[src/pst_pkg.sv]
// constants and types for the power-on self-test sequencer
package pst_pkg;
  localparam int ADDR_W = 20;
  localparam int DATA_W = 16;
  localparam int ROM_N = 4;
  localparam int KEY_N = 8;
  localparam int KEY_W = 3;
  localparam int LED_N = 8;
  // words walked per memory
  localparam logic [ADDR_W-1:0] BOOT_WORDS = 20'h0_0100;
  localparam logic [ADDR_W-1:0] RAM_WORDS = 20'h0_0400;
  localparam logic [ADDR_W-1:0] FLASH_WORDS = 20'h0_0400;
  // a good image sums to this value
  localparam logic [DATA_W-1:0] SUM_OK = 16'h0000;
  localparam logic [DATA_W-1:0] RAM_PATTERN = 16'hA5A5;
  // cycles without acknowledge before a bus is called dead
  localparam logic [7:0] BUS_TIMEOUT = 8'h40;
  localparam logic [31:0] SYNC_WAIT = 32'h0000_0003;
  // memory index display codes
  localparam logic [3:0] IDX_ZERO = 4'h0;
  localparam logic [3:0] IDX_BOOT = 4'h1;
  localparam logic [3:0] IDX_SYSRAM = 4'h2;
  localparam logic [3:0] IDX_DISPRAM = 4'h3;
  localparam logic [3:0] IDX_ACQRAM = 4'h4;
  localparam logic [3:0] IDX_FLASH = 4'h5;
  localparam logic [3:0] IDX_BLANK = 4'hF;
  // timing
  localparam int CLK_MHZ = 250;
  localparam int BLINK_MS = 250;
  localparam int LED_STEP_MS = 100;
  localparam int BLINK_CYCLES = BLINK_MS * 1000 * CLK_MHZ;
  localparam int LED_STEP_CYCLES = LED_STEP_MS * 1000 * CLK_MHZ;

  typedef enum logic [2:0] {
    MEM_BOOT = 3'h0,
    MEM_SYSRAM = 3'h1,
    MEM_DISPRAM = 3'h2,
    MEM_ACQRAM = 3'h3,
    MEM_FLASH = 3'h4
  } pst_mem_t;

  typedef enum logic [2:0] {
    MSG_NONE = 3'h0,
    MSG_PASS = 3'h1,
    MSG_ROM = 3'h2,
    MSG_RAM = 3'h3,
    MSG_KEY = 3'h4
  } pst_msg_t;

  typedef enum logic [14:0] {
    S_INIT = 15'h0001,
    S_BOOT_PLACE = 15'h0002,
    S_BOOT_SUM = 15'h0004,
    S_SYS_RAM = 15'h0008,
    S_DISP_RAM = 15'h0010,
    S_ACQ_RAM = 15'h0020,
    S_FLASH = 15'h0040,
    S_LED = 15'h0080,
    S_DISP_CHK = 15'h0100,
    S_KEYS = 15'h0200,
    S_KEY_WAIT = 15'h0400,
    S_PASS = 15'h0800,
    S_RUN = 15'h1000,
    S_FATAL = 15'h2000,
    S_HALT = 15'h4000
  } pst_state_t;
endpackage

[src/pst_sequencer.sv]
// power-on self-test sequencer top
`timescale 1ns/1ps
`default_nettype none
module pst_sequencer import pst_pkg::*; #(
  parameter int BLINK_CYC = BLINK_CYCLES,
  parameter int LED_CYC = LED_STEP_CYCLES
) (
  input wire logic ref_clk,
  input wire logic sys_rst,
  input wire logic shiftKey,
  input wire logic [KEY_N-1:0] pushKey,
  output logic memReq,
  output logic memWe,
  output logic [2:0] memSel,
  output logic [ADDR_W-1:0] memAddr,
  output logic [DATA_W-1:0] memWdata,
  input wire logic memAck,
  input wire logic [DATA_W-1:0] memRdata,
  output logic [3:0] indexDigit,
  output logic [2:0] msgCode,
  output logic [3:0] msgRomBits,
  output logic [ADDR_W-1:0] msgRamAddr,
  output logic [DATA_W-1:0] msgRamBits,
  output logic [KEY_W-1:0] msgKey,
  output logic [LED_N-1:0] ledOn,
  output logic dispPattern,
  output logic loadInit,
  output logic halted
);

  typedef struct packed {
    pst_state_t st;
    logic ext;
    logic [ADDR_W-1:0] addr;
    logic [1:0] rom;
    logic wrPass;
    logic [DATA_W-1:0] sum;
    logic [7:0] busT;
    logic [31:0] tmr;
    logic blinkHi;
    logic [3:0] errIdx;
    logic memReq;
    logic memWe;
    pst_mem_t memSel;
    logic [ADDR_W-1:0] memAddr;
    logic [DATA_W-1:0] memWdata;
    logic [3:0] indexDigit;
    pst_msg_t msgCode;
    logic [3:0] msgRomBits;
    logic [ADDR_W-1:0] msgRamAddr;
    logic [DATA_W-1:0] msgRamBits;
    logic [KEY_W-1:0] msgKey;
    logic [LED_N-1:0] ledOn;
    logic dispPattern;
    logic loadInit;
    logic halted;
    logic [1:0] shS;
    logic shPrev;
    logic [KEY_N-1:0] k1;
    logic [KEY_N-1:0] k2;
  } pst_regs_t;

  pst_regs_t r;
  pst_regs_t next_r;

  logic ack;
  logic tout;
  logic lastWord;
  logic shiftPress;
  logic goFatal;
  logic [3:0] fatIdx;
  logic [ADDR_W-1:0] limit;
  logic [DATA_W-1:0] patWord;
  logic [DATA_W-1:0] newSum;

  // handshake and common decodes
  assign ack = r.memReq & memAck;
  assign tout = r.memReq & (r.busT == BUS_TIMEOUT);
  assign shiftPress = r.shS[1] & ~r.shPrev;
  assign patWord = r.addr[DATA_W-1:0] ^ RAM_PATTERN;
  assign newSum = r.sum + memRdata;
  assign lastWord = (r.addr == limit - 20'h0_0001);

  // word count of the memory now walked
  always_comb begin
    case (r.st)
      S_BOOT_PLACE: limit = 20'h0_0001;
      S_BOOT_SUM: limit = BOOT_WORDS;
      S_FLASH: limit = FLASH_WORDS;
      default: limit = RAM_WORDS;
    endcase
  end

  // next-state logic
  always_comb begin
    next_r = r;
    goFatal = 1'b0;
    fatIdx = IDX_ZERO;
    next_r.shS = {r.shS[0], shiftKey};
    next_r.shPrev = r.shS[1];
    next_r.k1 = pushKey;
    next_r.k2 = r.k1;
    next_r.loadInit = 1'b0;
    next_r.tmr = r.tmr + 32'h0000_0001;
    next_r.busT = (r.memReq && !memAck) ? r.busT + 8'h01 : 8'h00;
    // request issue: one word per request, dropped on acknowledge
    if (!r.memReq) begin
      next_r.memReq = r.st inside {S_BOOT_PLACE, S_BOOT_SUM, S_SYS_RAM,
                                   S_DISP_RAM, S_ACQ_RAM, S_FLASH};
    end else if (memAck) begin
      next_r.memReq = 1'b0;
    end
    next_r.memWe = r.wrPass;
    next_r.memWdata = patWord;
    next_r.memAddr = r.addr;
    case (r.st)
      S_INIT: begin
        next_r.memReq = 1'b0;
        if (r.tmr == SYNC_WAIT) begin
          next_r.ext = r.shS[1];
          next_r.st = S_BOOT_PLACE;
          next_r.memSel = MEM_BOOT;
          next_r.addr = '0;
          next_r.rom = 2'h0;
          next_r.wrPass = 1'b0;
        end
      end
      S_BOOT_PLACE: begin
        next_r.memAddr = {r.rom, 18'h0_0000};
        // id word of each socket names its position
        if (ack && memRdata != DATA_W'(r.rom)) begin
          goFatal = 1'b1;
          fatIdx = IDX_BOOT;
        end else if (ack) begin
          next_r.rom = r.rom + 2'h1;
          if (r.rom == 2'(ROM_N - 1)) begin
            next_r.st = S_BOOT_SUM;
            next_r.sum = '0;
          end
        end
        if (tout) begin
          goFatal = 1'b1;
          fatIdx = IDX_BOOT;
        end
      end
      S_BOOT_SUM: begin
        next_r.memAddr = {r.rom, r.addr[ADDR_W-3:0]};
        if (ack) begin
          next_r.sum = newSum;
          next_r.addr = r.addr + 20'h0_0001;
          if (lastWord) begin
            next_r.addr = '0;
            next_r.sum = '0;
            next_r.rom = r.rom + 2'h1;
            if (newSum != SUM_OK) begin
              next_r.msgRomBits[r.rom] = 1'b1;
            end
            if (r.rom == 2'(ROM_N - 1)) begin
              if (newSum != SUM_OK || r.msgRomBits != 4'h0) begin
                next_r.msgCode = MSG_ROM;
                next_r.st = S_HALT;
              end else begin
                next_r.st = S_SYS_RAM;
                next_r.memSel = MEM_SYSRAM;
                next_r.wrPass = 1'b1;
              end
            end
          end
        end
        if (tout) begin
          goFatal = 1'b1;
          fatIdx = IDX_BOOT;
        end
      end
      S_SYS_RAM, S_DISP_RAM, S_ACQ_RAM: begin
        if (ack) begin
          next_r.addr = r.addr + 20'h0_0001;
          if (!r.wrPass && memRdata != patWord) begin
            if (r.st == S_SYS_RAM) begin
              next_r.msgCode = MSG_RAM;
              next_r.msgRamAddr = r.addr;
              next_r.msgRamBits = memRdata ^ patWord;
              next_r.st = S_HALT;
            end else begin
              goFatal = 1'b1;
              fatIdx = (r.st == S_DISP_RAM) ? IDX_DISPRAM : IDX_ACQRAM;
            end
          end else if (lastWord) begin
            next_r.addr = '0;
            next_r.wrPass = ~r.wrPass;
            if (!r.wrPass) begin
              next_r.wrPass = 1'b1;
              case (r.st)
                S_SYS_RAM: begin
                  next_r.st = S_DISP_RAM;
                  next_r.memSel = MEM_DISPRAM;
                end
                S_DISP_RAM: begin
                  next_r.st = S_ACQ_RAM;
                  next_r.memSel = MEM_ACQRAM;
                end
                default: begin
                  next_r.st = S_FLASH;
                  next_r.memSel = MEM_FLASH;
                  next_r.wrPass = 1'b0;
                  next_r.sum = '0;
                end
              endcase
            end
          end
        end
        if (tout) begin
          goFatal = 1'b1;
          case (r.st)
            S_SYS_RAM: fatIdx = IDX_SYSRAM;
            S_DISP_RAM: fatIdx = IDX_DISPRAM;
            default: fatIdx = IDX_ACQRAM;
          endcase
        end
      end
      S_FLASH: begin
        if (ack) begin
          next_r.sum = newSum;
          next_r.addr = r.addr + 20'h0_0001;
          if (lastWord) begin
            if (newSum != SUM_OK) begin
              goFatal = 1'b1;
              fatIdx = IDX_FLASH;
            end else if (r.ext) begin
              next_r.st = S_LED;
              next_r.ledOn = {{(LED_N-1){1'b0}}, 1'b1};
              next_r.tmr = '0;
            end else begin
              next_r.st = S_KEYS;
            end
          end
        end
        if (tout) begin
          goFatal = 1'b1;
          fatIdx = IDX_FLASH;
        end
      end
      S_LED: begin
        // one indicator at a time, walked upward
        if (shiftPress) begin
          next_r.ledOn = '0;
          next_r.st = S_KEYS;
        end else if (r.tmr == 32'(LED_CYC - 1)) begin
          next_r.tmr = '0;
          next_r.ledOn = r.ledOn << 1;
          if (r.ledOn[LED_N-1]) begin
            next_r.st = S_DISP_CHK;
            next_r.dispPattern = 1'b1;
          end
        end
      end
      S_DISP_CHK: begin
        if (shiftPress) begin
          next_r.dispPattern = 1'b0;
          next_r.st = S_KEYS;
        end
      end
      S_KEYS: begin
        // a key already pressed here is stuck; shift is not among them
        if (r.k2 != '0) begin
          for (int i = KEY_N - 1; i >= 0; i--) begin
            if (r.k2[i]) begin
              next_r.msgKey = KEY_W'(i);
            end
          end
          next_r.msgCode = MSG_KEY;
          next_r.st = S_KEY_WAIT;
        end else begin
          next_r.st = S_PASS;
        end
      end
      S_KEY_WAIT: begin
        if (shiftPress) begin
          next_r.st = S_PASS;
        end
      end
      S_PASS: begin
        next_r.msgCode = MSG_PASS;
        next_r.loadInit = 1'b1;
        next_r.st = S_RUN;
      end
      S_RUN: begin
        next_r.st = S_RUN;
      end
      S_FATAL: begin
        // alternate zero and the code forever
        next_r.halted = 1'b1;
        if (r.tmr == 32'(BLINK_CYC - 1)) begin
          next_r.tmr = '0;
          next_r.blinkHi = ~r.blinkHi;
          next_r.indexDigit = r.blinkHi ? IDX_ZERO : r.errIdx;
        end
      end
      S_HALT: begin
        next_r.memReq = 1'b0;
        next_r.halted = 1'b1;
      end
      default: begin
        next_r.st = S_HALT;
      end
    endcase
    if (goFatal) begin
      next_r.st = S_FATAL;
      next_r.errIdx = fatIdx;
      next_r.indexDigit = IDX_ZERO;
      next_r.blinkHi = 1'b0;
      next_r.memReq = 1'b0;
      next_r.tmr = '0;
    end
  end

  // state register
  always_ff @(posedge ref_clk) begin
    if (sys_rst) begin
      r <= '0;
      r.st <= S_INIT;
      r.memSel <= MEM_BOOT;
      r.msgCode <= MSG_NONE;
      r.indexDigit <= IDX_BLANK;
    end else begin
      r <= next_r;
    end
  end

  // outputs straight from the state flops
  assign memReq = r.memReq;
  assign memWe = r.memWe;
  assign memSel = r.memSel;
  assign memAddr = r.memAddr;
  assign memWdata = r.memWdata;
  assign indexDigit = r.indexDigit;
  assign msgCode = r.msgCode;
  assign msgRomBits = r.msgRomBits;
  assign msgRamAddr = r.msgRamAddr;
  assign msgRamBits = r.msgRamBits;
  assign msgKey = r.msgKey;
  assign ledOn = r.ledOn;
  assign dispPattern = r.dispPattern;
  assign loadInit = r.loadInit;
  assign halted = r.halted;

endmodule
`default_nettype wire

[config.mk]
export PLATFORM = sky130hd
export DESIGN_NAME = pst_sequencer
export DESIGN_NICKNAME = d
export VERILOG_FILES = /design/src/pst_pkg.sv /design/src/pst_sequencer.sv
export SDC_FILE = /design/constraint.sdc
export NUM_CORES = 1
export LEC_CHECK = 0
export BUFFER_PORTS_ARGS = -buffer_cell sky130_fd_sc_hd__buf_2
export CORE_MARGIN = 4
export CORE_UTILIZATION = 45
export DETAILED_ROUTE_END_ITERATION = 6
export PLACE_DENSITY = 0.71
export SLEW_MARGIN = 5
export SYNTH_ARGS = -nofsm -noshare
export SYNTH_HDL_FRONTEND = slang
export SYNTH_SLANG_ARGS = --single-unit
[constraint.sdc]
create_clock -name ref_clk -period 5.1 [get_ports ref_clk]
set_input_delay 0.255 -clock ref_clk [delete_from_list [all_inputs] [get_ports ref_clk]]
set_output_delay 0.255 -clock ref_clk [all_outputs]
set_load 0.05 [all_outputs]
* Yosys cells after proc, flatten, opt, wreduce, memory -nomap -nowiden
Cells that the tools add are included.
** Word-level totals
- Output and inout bits :: 102
- Input bits :: 28
- Logic and storage cells :: 299
- Flip-flop bits (word level) :: 221
** Operators by class
- Reduce and logical (&&, ||, !) cells :: 43
- Add/sub/neg operators :: 6
- Bitwise logic cells :: 11
- Equal/unequal tests :: 73
- Multiplexer cells :: 134
- Order comparisons :: 2
** Operators by type and width (number)
- 2-to-1 mux 15 bit :: 20
- 2-to-1 mux 32 bit :: 6
- one-hot mux 15 bit (11 select lines) :: 1
- 2-to-1 mux 39 bit :: 3
- one-hot mux 32 bit (3 select lines) :: 1
- 2-to-1 mux 3 bit :: 31
- 2-to-1 mux 17 bit :: 5
- 2-to-1 mux 20 bit :: 4
- one-hot mux 20 bit (4 select lines) :: 1
- 2-to-1 mux 16 bit :: 4
- one-hot mux 16 bit (4 select lines) :: 1
- != test 3 bit (second input constant) :: 16
- != test 2 bit (second input constant) :: 23
- 2-to-1 mux 8 bit :: 5
- one-hot mux 20 bit (2 select lines) :: 1
- AND reduction 19 bit :: 2
- 2-to-1 mux 33 bit :: 1
- adder 32 x 1 -> 32 bit (second input constant) :: 1
- equality test 32 x 2 -> 1 bit (second input constant) :: 1
- equality test 32 x 25 -> 1 bit (second input constant) :: 1
- equality test 32 x 26 -> 1 bit (second input constant) :: 1
- 2-to-1 mux 4 bit :: 6
- 2-to-1 mux 1 bit :: 23
- one-hot mux 11 bit (2 select lines) :: 1
- other kinds (71) :: 110

* Longest topological paths before layout
Gate-level depths: netlist (run 1).
- Word-level depth :: 10
- Mapped depth :: 18
- Depth with buffers taken out :: 14

* Least setup slack after synthesis (run 1)
OpenSTA, ideal clock, no wires.
- Path type :: register to register
- Start point :: register r[217] (netlist name)
- End point :: register r[211] (netlist name)
- Path slack :: 1.065 ns
- Library setup time :: 0.066 ns
- Buffers on the path :: 2
- Period minus slack after synthesis :: 4.035 ns
- Data arrival time :: 3.969 ns
- Stages on the path, launching flop included :: 14
- Required time :: 5.034 ns
- Cells stage by stage :: dfxtp_1 buf_2 or4_4 nor4_4 nand4_1 ha_1 clkbuf_1 xor2_1 nor3_1 o221ai_1 or3_1 a221o_2 or4_4 a21oi_2
** On the way
- Longest elaborated chain between the ends :: 9
- Elaborated cells on any way between the ends :: 56
- Those cells by class :: 1 x add/sub; 34 x eq/ne; 15 x mux; 1 x bitwise; 5 x reduce/logical
** Ends and longest elaborated chain
- start, declared :: line pst_sequencer.sv:63 : pst_regs_t r;
- start signal, assigned :: line pst_sequencer.sv:326 : r <= next_r;
- equality test 15 x 3 -> 1 bit / equality test 15 x 2 -> 1 bit (equally long branches) :: line pst_sequencer.sv:86, pst_sequencer.sv:116
- one-hot mux 11 bit (2 select lines) :: line pst_sequencer.sv:86 : case (r.st)
- subtractor 20 x 1 -> 20 bit :: line pst_sequencer.sv:82 : assign lastWord = (r.addr == limit - 20'h0_0001);
- equality test 20 bit :: line pst_sequencer.sv:82
- 2-to-1 mux 1 bit :: line pst_sequencer.sv:225 : if (lastWord) begin
- 2-to-1 mux 1 bit :: line pst_sequencer.sv:222 : if (ack) begin
- 2-to-1 mux 1 bit :: line pst_sequencer.sv:238 : if (tout) begin
- one-hot mux 1 bit (4 select lines) :: line pst_sequencer.sv:116 : case (r.st)
- OR reduction 2 bit (no source line)
Parallel ways exist; a longest one is shown, timed or not. The select of a mux whose other input is x is not followed.
A chain may end at the register's enable or synchronous reset.

* Final worst setup path (run 1)
- Start point :: register r[214] (netlist name)
- End point :: register r[171] (netlist name)
** On the way
- Longest elaborated chain between the ends :: 7
- Elaborated cells on any way between the ends :: 26
- Those cells by class :: 1 x add/sub; 17 x eq/ne; 4 x mux; 4 x reduce/logical
** Ends and longest elaborated chain
- equality test 15 x 3 -> 1 bit / equality test 15 x 2 -> 1 bit (equally long branches) :: line pst_sequencer.sv:86, pst_sequencer.sv:116
- one-hot mux 11 bit (2 select lines) :: line pst_sequencer.sv:86
- subtractor 20 x 1 -> 20 bit :: line pst_sequencer.sv:82
- equality test 20 bit :: line pst_sequencer.sv:82
- 2-to-1 mux 39 bit :: line pst_sequencer.sv:151 : if (lastWord) begin
- 2-to-1 mux 39 bit :: line pst_sequencer.sv:148 : if (ack) begin
- one-hot mux 16 bit (4 select lines) :: line pst_sequencer.sv:116
Parallel ways exist; a longest one is shown, timed or not. The select of a mux whose other input is x is not followed.

==> results of run 1 <==
-- layer usage --
| layer | track usage (%) | up-vias |
|---|---|---|
| met3 | 3.545 | 45 |
| met5 | 0 | - |
| met4 | 5.258 | 0 |
| met1 | 29.33 | 4631 |
| met2 | 34.43 | 344 |
| li1 | - | 4839 |
-- sequential cells by signal (all words and copies together) (netlist names) --
signal,flops
msgRamAddr,20
memSel,3
memReq,1
halted,1
memWe,1
memAddr,20
ledOn,8
loadInit,1
r,99
msgKey,3
dispPattern,1
msgCode,3
msgRamBits,16
memWdata,16
indexDigit,4
msgRomBits,4
next_r,19
-- area by class of cell --
cell class              count  share of cell area [%]
clock buffers              35                   5.634
clock inverters             9                  0.4712
inverters                  27                  0.8321
multi-input cells         979                   47.83
flip-flops and latches    220                   35.29
well taps                 330                   3.308
repair buffers            150                   6.637
-- power by group through the flow --
stage	registers, W	logic [W]	clock network, W
after floorplan	0.00179	0.000244	0
after global placement	0.00179	0.000349	0
after detailed placement	0.00180	0.000350	0
after CTS	0.00176	0.000357	0.00169
after global routing	0.00176	0.000390	0.00177
final	0.00176	0.000362	0.00166
-- worst max-delay path: stages (launching register included) --
cell and delay [ns]:
dfxtp_1 0.36, or4_4 0.58, nor4_4 0.46, and4_4 0.44
inv_4 0.09, ha_1 0.30, xor2_1 0.20, nand2_1 0.11
nor3_1 0.29, o21ai_2 0.17, or2_1 0.28, o21ai_1 0.17
nand3b_1 0.26, buf_4 0.29, or3_1 0.35, a21oi_1 0.14
-- cell usage in the layout (no fill, tap or decap), types with 5 or more instances in the layout --
master,n
ha_1,24
a21o_1,7
a31oi_1,10
o21ai_0,50
or4_1,8
and3_1,22
a21oi_2,6
nand4_1,27
o211ai_1,5
or2_2,6
mux2_1,5
dlygate4sd3_1,9
and2_1,20
buf_4,13
xnor2_1,37
mux2i_1,10
nor3_1,57
o21a_1,5
a211oi_1,12
clkbuf_1,6
a21oi_1,98
xor2_1,35
or3_1,16
nor4_1,32
buf_2,128
nand3b_1,9
and4_1,5
nand3_1,70
nor3b_1,8
nor4_2,6
nand2_1,131
nor2_1,119
inv_1,25
dfxtp_1,220
nor4b_1,5
clkbuf_16,25
nor2b_1,45
-- through the flow --
step / hold WS, ns / instance area, um^2 / power, W
after detailed placement: 0.4246 / 11630 / 0.002145
after floorplan: 0.3832 / 11510 / 0.002038
after CTS: 0.1390 / 12480 / 0.003808
after global placement: 0.4194 / 11630 / 0.002143
after global routing: 0.1696 / 12480 / 0.003916
final: 0.1529 / 12480 / 0.003783
-- logic make-up (layout without fill, tap and decap cells) --
logic type | after synthesis | in the layout | synth area share [%]
buffers and inverters | 194 | 221 | 9.871
DFF | 220 | 220 | 38.26
adders and majority gates | 25 | 25 | 2.783
muxes | 16 | 16 | 1.457
and+or+nand+nor | 623 | 623 | 29.02
xor gates and xnor gates | 72 | 72 | 5.479
AOI/OAI and AO/OA | 243 | 243 | 13.12
-- worst paths after layout --
| check | startpoint | end | cells past startpoint |
|---|---|---|---|
| worst min-delay path | memRdata[1] | msgRamBits[1]$_SDFFE_PP0P_ | 3 |
| worst max-delay path | r[214]$_SDFFE_PP0P_ | r[171]$_SDFFE_PP0P_ | 15 |
| worst min register to register | next_r[5]$_SDFF_PP0_ | r[5]$_SDFF_PP0_ | 1 |
| worst max register to register | r[214]$_SDFFE_PP0P_ | r[171]$_SDFFE_PP0P_ | 15 |
==> run_results.csv, run 1 <==
group,metric,value,unit
outcome,status,"finished clean",
synth,yosysMostFrequentCell,"dfxtp_1",
power,power_density,303.1,nW/um^2
global_routing,overflow,0,
clock_network,clk_pin_slew,0.06,ns
global_routing,grt_usage,21.14,%
synth,yosys-top-cells-area,"dfxtp_1 (38%), buf_4 (6.3%), nand2_1 (4.3%)",
clock_network,cts_setup_buffers,0,
synth,synth_seq_cells,220,
die,die-area,28200,um^2
sta,fin_ws,0.5310,ns
synth,yosys.area.top_type,"dfxtp_1",
power,power.internal,0.002817,W
power,pwr-share-clk,44.0,%
critical_path,reg2reg_slack,0.53,ns
synth,synth-seq-area-share,38.27,%
finish,num-nets-final,1455,
finish,syn_to_final_growth,8.436,%
power,sw_frac_of_total,25.54,%
route,top_layer,"met4",
sta,min_period_over_period,89.59,%
finish,regArea,4404,um^2
route,ant_nets,0,
place,place_ws,0.6085,ns
synth,synth_edf_count,0,
sta,hold_viol,0,
die,die_h,167.9,um
global_routing,antenna_found_initial,0,
clock_network,cts.hold.buffers_added,9,
synth,syn_area_per_cell,8.263,um^2
sta,min_period,4.569,ns
place,io_buffers,129,
global_routing,grt_max_degree,88,
die,dieWidth,167.9,um
synth,ys_types,93,
synth,syn_area,11510,um^2
power,seqPwrFrac,46.5,%
route,num_vias,9859,
place,gp_congestion,0.9072,
global_routing,grt_pass1_vias,9223,
power,combPwrFrac,9.6,%
route,post_drt_wl_per_cell,17.77,um
die,row_count,58,
sta,max_slew.worst_pin.slew,1.135,ns
finish,fill_cells,2444,
sta,setup_tns,0,ns
critical_path,worstPathRequired,5.54,ns
die,initial_utilization,45.71,%
synth,synthCells,1393,
place,hpwl,22.37,mm
route,dr.first_iter.drc_count,936,
die,core,25180,um^2
clock_network,cts_tree,"done",
clock_network,cts_sinks,220,
synth,ys_warn_count,0,
synth,syn_nets,1446,
sta,rsz0062_at_grt,"no",
sta,slew_headroom,24.10,%
clock_network,clk_latency,0.52,ns
clock_network,clockBufferDepth,3,
route,dr.pass1.iters,6,
finish,drive_gt1_share,16.34,%
clock_network,cts_root_buf,"clkbuf_16",
sta,drv_slew,0,
synth,ys.flop_type,"dfxtp_1",
clock_network,cts_inserted_buffers,24,
clock_network,htree_levels,1,
critical_path,cp-start-kind,"flop",
power,power.switching,0.0009659,W
critical_path,critical_path_class,"reg -> reg",
finish,final_util,49.56,%
synth,ys_top_cells_by_count,"dfxtp_1 (220), nand2_1 (131), nor2_1 (119), a21oi_1 (98), buf_4 (97)",
sta,setup_viol,0,
route,wl,31.09,mm
synth,async_flop_share,0,%
worst_hold_path,hold_path.class,"in -> reg",
route,wl_met3,2.165,mm
global_routing,grt_pass1_wl,49.58,mm
synth,yosysTopAreaCellShare,38.27,%
route,wl_met2,14.31,mm
route,met1_length,13.96,mm
finish,instances_no_fill,1750,
critical_path,cp_max_fo,16,
finish,diodes,0,
sta,fin_worst_skew,0.01477,ns
critical_path,cp-end-kind,"flop",
finish,multiInputGateArea,5969,um^2
power,p_leak,4.885,nW
place,dpl.cell_count,1697,
sta,max_clock_freq,218.9,MHz
route,avgViaCountPerCell,5.634,
power,peakVddDrop,0.2706,mV
route,drc_errors,0,
die,num_io_pins,130,
clock_network,post_cts_resized,0,
run,cap_violations,0,
critical_path,cp.arrival,5.01,ns
Power figures use the tool's default switching activity.
==> run 2, diff against run 1 <==
Settings changed: PLACE_DENSITY 0.71 to 0.73.
Clock period 5.1 ns to 4.1 ns, I/O delays scaled along.
==> run 2 against run 1 <==
Non-clock buffer count rose by 25. Largest cell class unchanged. Clock skew rose by 0.0051 ns. Die area did not move. Flip-flop and latch count did not move. First-iteration DRC count fell by 18%. Largest power group is now the clock network. Final cell count rose by 1.4%. Critical path type unchanged.
==> run_results.csv, run 2 (synthesized netlist as in run 1, its figures left out) <==
group,metric,value,unit
outcome,status,"finished clean",
sta,hold_ws,0.07722,ns
route,num_vias,10096,
sta,fin_worst_skew,0.01986,ns
critical_path,cp-end-kind,"flop",
sta,drv_slew,0,
clock_network,clk_latency,0.53,ns
clock_network,cts_inserted_buffers,25,
power,peakVddDrop,0.3274,mV
die,dieWidth,167.9,um
sta,slew_headroom,28.11,%
sta,max_slew.worst_pin.slew,1.064,ns
die,die_h,167.9,um
critical_path,slowest_delay,0.57,ns
clock_network,cts_setup_buffers,0,
critical_path,critical_path.slowest_cell,"or4_4",
sta,setup_viol,0,
route,drc_errors,0,
place,hpwl,22.60,mm
die,initial_utilization,45.71,%
clock_network,cts_tree,"done",
route,wl,31.12,mm
route,dr.pass1.iters,7,
clock_network,cts_root_buf,"clkbuf_16",
critical_path,critical_path_class,"reg -> reg",
critical_path,cp-start-kind,"flop",
global_routing,grt_pass1_vias,9511,
finish,regMostFlops,"r",
finish,multiInputGateArea,5987,um^2
finish,diodes,0,
finish,num-nets-final,1481,
clock_network,htree_levels,1,
sta,max_clock_freq,251.3,MHz
route,post_drt_wl_per_cell,17.53,um
run,cap_violations,0,
die,die-area,28200,um^2
critical_path,worstPathRequired,4.50,ns
global_routing,grt_usage,21.18,%
power,power_density,384.8,nW/um^2
worst_hold_path,hold_path.class,"in -> reg",
finish,regArea,4404,um^2
die,core,25180,um^2
sta,min_period,3.980,ns
critical_path,cp.arrival,4.38,ns
route,avgViaCountPerCell,5.688,
finish,fill_cells,2387,
clock_network,clockBufferDepth,3,
global_routing,grt_pass1_wl,50.16,mm
power,p_leak,5.058,nW
finish,largest_reg_flops,99,
clock_network,clk_pin_slew,0.06,ns
finish,drive_gt1_share,18.13,%
finish,layout_common_cells,"dfxtp_1 (220), nand2_1 (131), buf_2 (128), nor2_1 (119), a21oi_1 (98)",
route,dr.first_iter.drc_count,763,
global_routing,grt_max_degree,79,
die,num_io_pins,130,
sta,setup_tns,0,ns
clock_network,cts_sinks,220,
place,io_buffers,129,
global_routing,overflow,0,
global_routing,antenna_found_initial,1,
critical_path,worstPathCellList,"or4_4, nor4_4, and4_4, inv_4, ha_1, buf_4, o211a_1, o2111ai_1, a21oi_1, o221ai_1, nand2b_1, o31ai_4, mux2_1",
finish,final_common_cell,"dfxtp_1",
sta,min_period_over_period,97.07,%
route,ant_nets,0,
finish,syn_to_final_growth,10.85,%
critical_path,cp_max_fo,7,
sta,hold_viol,0,
place,gp_congestion,0.9750,
die,row_count,58,
==> run 2: cell types whose count changed in the layout (fill, tap and decap cells not counted), sizes merged <==
cell and change:
inv +2, buf +25, bufinv +3, clkinvlp -2, clkinv +1, clkbuf -4
==> run 2: report_power, final <==
group	switching, W	internal, W	total (W)
logic	0.000298	0.000155	0.000453
registers	0.0000232	0.00216	0.00219
clock network	0.000905	0.00137	0.00227
==> run 2: final timing paths <==
check,startpoint,endpoint,slack (ns),cells past startpoint
max,r[214]$_SDFFE_PP0P_,memSel[1]$_SDFFE_PP0P_,0.12,13
min,memRdata[3],msgRamBits[3]$_SDFFE_PP0P_,0.08,3
max reg2reg,r[214]$_SDFFE_PP0P_,memSel[1]$_SDFFE_PP0P_,0.12,13
min reg2reg,next_r[3]$_SDFF_PP0_,r[3]$_SDFF_PP0_,0.44,1
==> run 2: final cells by class <==
cell class / count / share of cell area, %
sequential: 220 / 34.52
clock buffer: 31 / 5.315
timing repair buffer: 175 / 7.963
inverter: 27 / 0.8140
multi-input combinational: 979 / 46.93
tap: 330 / 3.236
clock inverter: 13 / 1.226
==> run 2: critical path: cells and delay by family (launching register included) <==
| kind | cells | cell delay, ns |
|---|---|---|
| mux | 1 | 0.33 |
| compound gates | 5 | 1.41 |
| flops | 1 | 0.35 |
| fa+ha+maj | 1 | 0.23 |
| buf+inv | 2 | 0.24 |
| simple gates | 4 | 1.30 |
==> run 2: timing repair <==
| action | in CTS | in global routing |
|---|---|---|
| hold endpoints to repair | 9 | 0 |
| hold buffers | 9 | 0 |
| resized for setup | 0 | 3 |
| setup endpoints to repair | 0 | 20 |
==> run 2: metal layers <==
metal	routed length, um	track usage [%]	vias up
li1	-	-	4868
met1	13390	28.49	4707
met2	14100	34.38	426
met3	2700	4.790	93
met4	920	5.857	2
met5	8	0	-
==> run 2: stage by stage <==
stage,util [%],setup WS [ns],total power (W),cells,cell area (um^2)
2_1_floorplan,-,0.06466,0.002536,1393,11510
3_3_place_gp,46.92,0.2149,0.002664,1722,11820
3_5_place_dp,46.92,0.1163,0.002668,1722,11820
4_1_cts,50.60,0.09636,0.004942,1775,12740
5_1_grt,50.67,-0.005636,0.005081,1775,12760
6_report,50.67,0.1200,0.004910,1775,12760
==> run 3, diff against run 2 <==
Settings changed: BUFFER_PORTS_ARGS -buffer_cell sky130_fd_sc_hd__buf_2 to unset, DONT_BUFFER_PORTS set to 1, HOLD_SLACK_MARGIN set to 0.02, PLACE_DENSITY 0.73 to 0.69.
==> run 3 against run 2 <==
Count of clock-buffer cells in the layout rose by 1. Via count fell by 4.6%. Largest power group is now registers. Die area did not move. Total power fell by 2.2%. Clock skew fell by 0.0076 ns. Combinational power fell by 3%. Worst hold slack got worse by 0.036 ns. Final cell count fell by 6.9%. First-iteration DRC count rose by 25%.
==> run_results.csv, run 3 (synthesized netlist as in run 1, its figures left out) <==
group,metric,value,unit
clock_network,clk_pin_slew,0.06,ns
critical_path,worstPathCellList,"or4_4, nor4_4, and4_4, inv_4, ha_1, xor2_2, nand2_2, nor3_4, o221ai_1, or3_1, a221o_2, or4_4, a21oi_2",
power,power.internal,0.003637,W
finish,largest_reg_flops,99,
worst_hold_path,hold_end,"msgRamBits[13]$_SDFFE_PP0P_",
finish,instances_no_fill,1653,
power,sw_frac_of_total,24.25,%
sta,setup_tns,0,ns
global_routing,grt_max_degree,138,
die,row_count,58,
finish,fill_cells,2354,
sta,drv_slew,0,
global_routing,grt_pass1_wl,48.32,mm
finish,diodes,0,
route,ant_nets,0,
finish,layout_common_cells,"dfxtp_1 (220), nand2_1 (130), nor2_1 (118), a21oi_1 (98), nand3_1 (70)",
finish,final_common_cell,"dfxtp_1",
critical_path,r2r-end,"r[211]$_SDFFE_PP0P_",
sta,max_clock_freq,254.5,MHz
worst_hold_path,hold_depth,4,
route,dr.first_iter.drc_count,957,
die,dieWidth,167.9,um
power,pwr-share-clk,45.0,%
worst_hold_path,hold_start,"memRdata[13]",
clock_network,clk_latency,0.51,ns
route,avgViaCountPerCell,5.825,
place,place_ws,0.1238,ns
run,cap_violations,0,
global_routing,overflow,0,
critical_path,cp.arrival,4.37,ns
finish,drive_gt1_share,9.902,%
clock_network,cts_sinks,220,
clock_network,clockBufferDepth,3,
die,core,25180,um^2
clock_network,cts_inserted_buffers,24,
power,power_density,392.7,nW/um^2
clock_network,cts_root_buf,"clkbuf_16",
die,num_io_pins,130,
critical_path,critical_path.slowest_cell,"or4_4",
route,dr.pass1.iters,5,
finish,regMostFlops,"r",
power,combPwrFrac,9.1,%
sta,rsz0062_at_grt,"yes",
sta,min_period_over_period,95.82,%
route,num_vias,9629,
finish,final_util,48.55,%
place,dpl.cell_count,1587,
route,wl,31.09,mm
critical_path,cp_max_fo,7,
global_routing,grt_usage,20.75,%
die,die-area,28200,um^2
sta,slew_headroom,31.66,%
finish,num-nets-final,1361,
power,peakVddDrop,0.3593,mV
power,power.switching,0.001164,W
global_routing,antenna_found_initial,0,
power,p_leak,4.446,nW
clock_network,cts_tree,"done",
sta,fin_worst_skew,0.01226,ns
outcome,status,"finished clean",
place,hpwl,21.99,mm
critical_path,crit_top_cell,"or4_4",
sta,setup_viol,0,
critical_path,cp-end-kind,"flop",
critical_path,path_buf_inv,1,
global_routing,grt_pass1_vias,8841,
power,power.total,0.004802,W
critical_path,worstPathRequired,4.54,ns
worst_hold_path,hold_path.class,"in -> reg",
finish,syn_to_final_growth,6.229,%
power,seqPwrFrac,45.9,%
die,die_h,167.9,um
sta,min_period,3.929,ns
route,post_drt_wl_per_cell,18.81,um
critical_path,r2r-start,"r[214]$_SDFFE_PP0P_",
sta,fin_ws,0.1713,ns
critical_path,reg2reg_slack,0.17,ns
die,initial_utilization,45.71,%
clock_network,htree_levels,1,
critical_path,cp-start-kind,"flop",
critical_path,cp_top_family,"simple AND/OR/NAND/NOR gates",
critical_path,critical_path_class,"reg -> reg",
critical_path,slowest_delay,0.58,ns
place,io_buffers,0,
critical_path,r2r_cells,13,
route,drc_errors,0,
sta,max_slew.worst_pin.slew,1.021,ns
place,gp_congestion,0.9450,
sta,hold_viol,0,
run 3: cell types whose count changed in the layout (fill, tap and decap cells not counted), moves of 2 or more:
| cell | delta |
|---|---|
| buf_2 | -128 |
| buf_4 | -6 |
| inv_6 | -2 |
| dlygate4sd3_1 | +13 |
| o31ai_2 | +2 |
run 3: what timing repair did:
action                                 CTS  global route
setup buffers                            0             2
resized for setup                        0             7
endpoints found under the hold margin  134             0
setup endpoints to repair                0            51
hold buffers                            23             0
run 3: worst min-delay path: stages:
cell and delay [ns]:
xor2_1 0.07, nor2_1 0.11, a21oi_1 0.05, nor2_1 0.08
run 3: routing by layer:
metal / vias to the layer above / global-route usage, % / wire length (um)
li1: 4642 / - / -
met5: - / 0 / 0
met3: 60 / 3.921 / 2444
met2: 379 / 33.49 / 14180
met4: 0 / 6.175 / 858
met1: 4548 / 28.37 / 13610
run 3: stage by stage:
stage,area (um^2),hold slack [ns]
after floorplan,11510,0.3332
after global placement,11140,0.2892
after detailed placement,11140,0.2902
after CTS,12180,0.02091
after global routing,12230,0.04828
final,12230,0.04093
run 3: worst max-delay path by stage:
stage | start | to | slack (ns) | cells after the start
finish | r[214]$_SDFFE_PP0P_ | r[211]$_SDFFE_PP0P_ | 0.17 | 13
global route | r[214]$_SDFFE_PP0P_ | r[179]$_SDFFE_PP0P_ | -0.05 | 15
detailed placement | r[214]$_SDFFE_PP0P_ | r[211]$_SDFFE_PP0P_ | 0.12 | 12
floorplan | r[217]$_SDFFE_PP0P_ | r[211]$_SDFFE_PP0P_ | 0.06 | 13
global placement | r[214]$_SDFFE_PP0P_ | r[211]$_SDFFE_PP0P_ | 0.17 | 13
CTS | r[214]$_SDFFE_PP0P_ | r[211]$_SDFFE_PP0P_ | 0.1 | 13
run 3: power by group through the flow:
stage	registers [W]	clock network, W	logic, W
final	0.00220	0.00216	0.000439
after global placement	0.00225	0	0.000367
after CTS	0.00220	0.00221	0.000415
after global routing	0.00221	0.00228	0.000476
after detailed placement	0.00225	0	0.000368
after floorplan	0.00223	0	0.000303
run 3: cell type report:
cell class	count	area, um^2	share of cell area, %
flip-flops and latches	220	4404	36.02
multi-input cells	979	6006	49.12
clock buffers	32	691.9	5.659
clock inverters	9	100.1	0.8187
well taps	330	412.9	3.377
repair buffers	56	508.0	4.155
inverters	27	103.9	0.8494
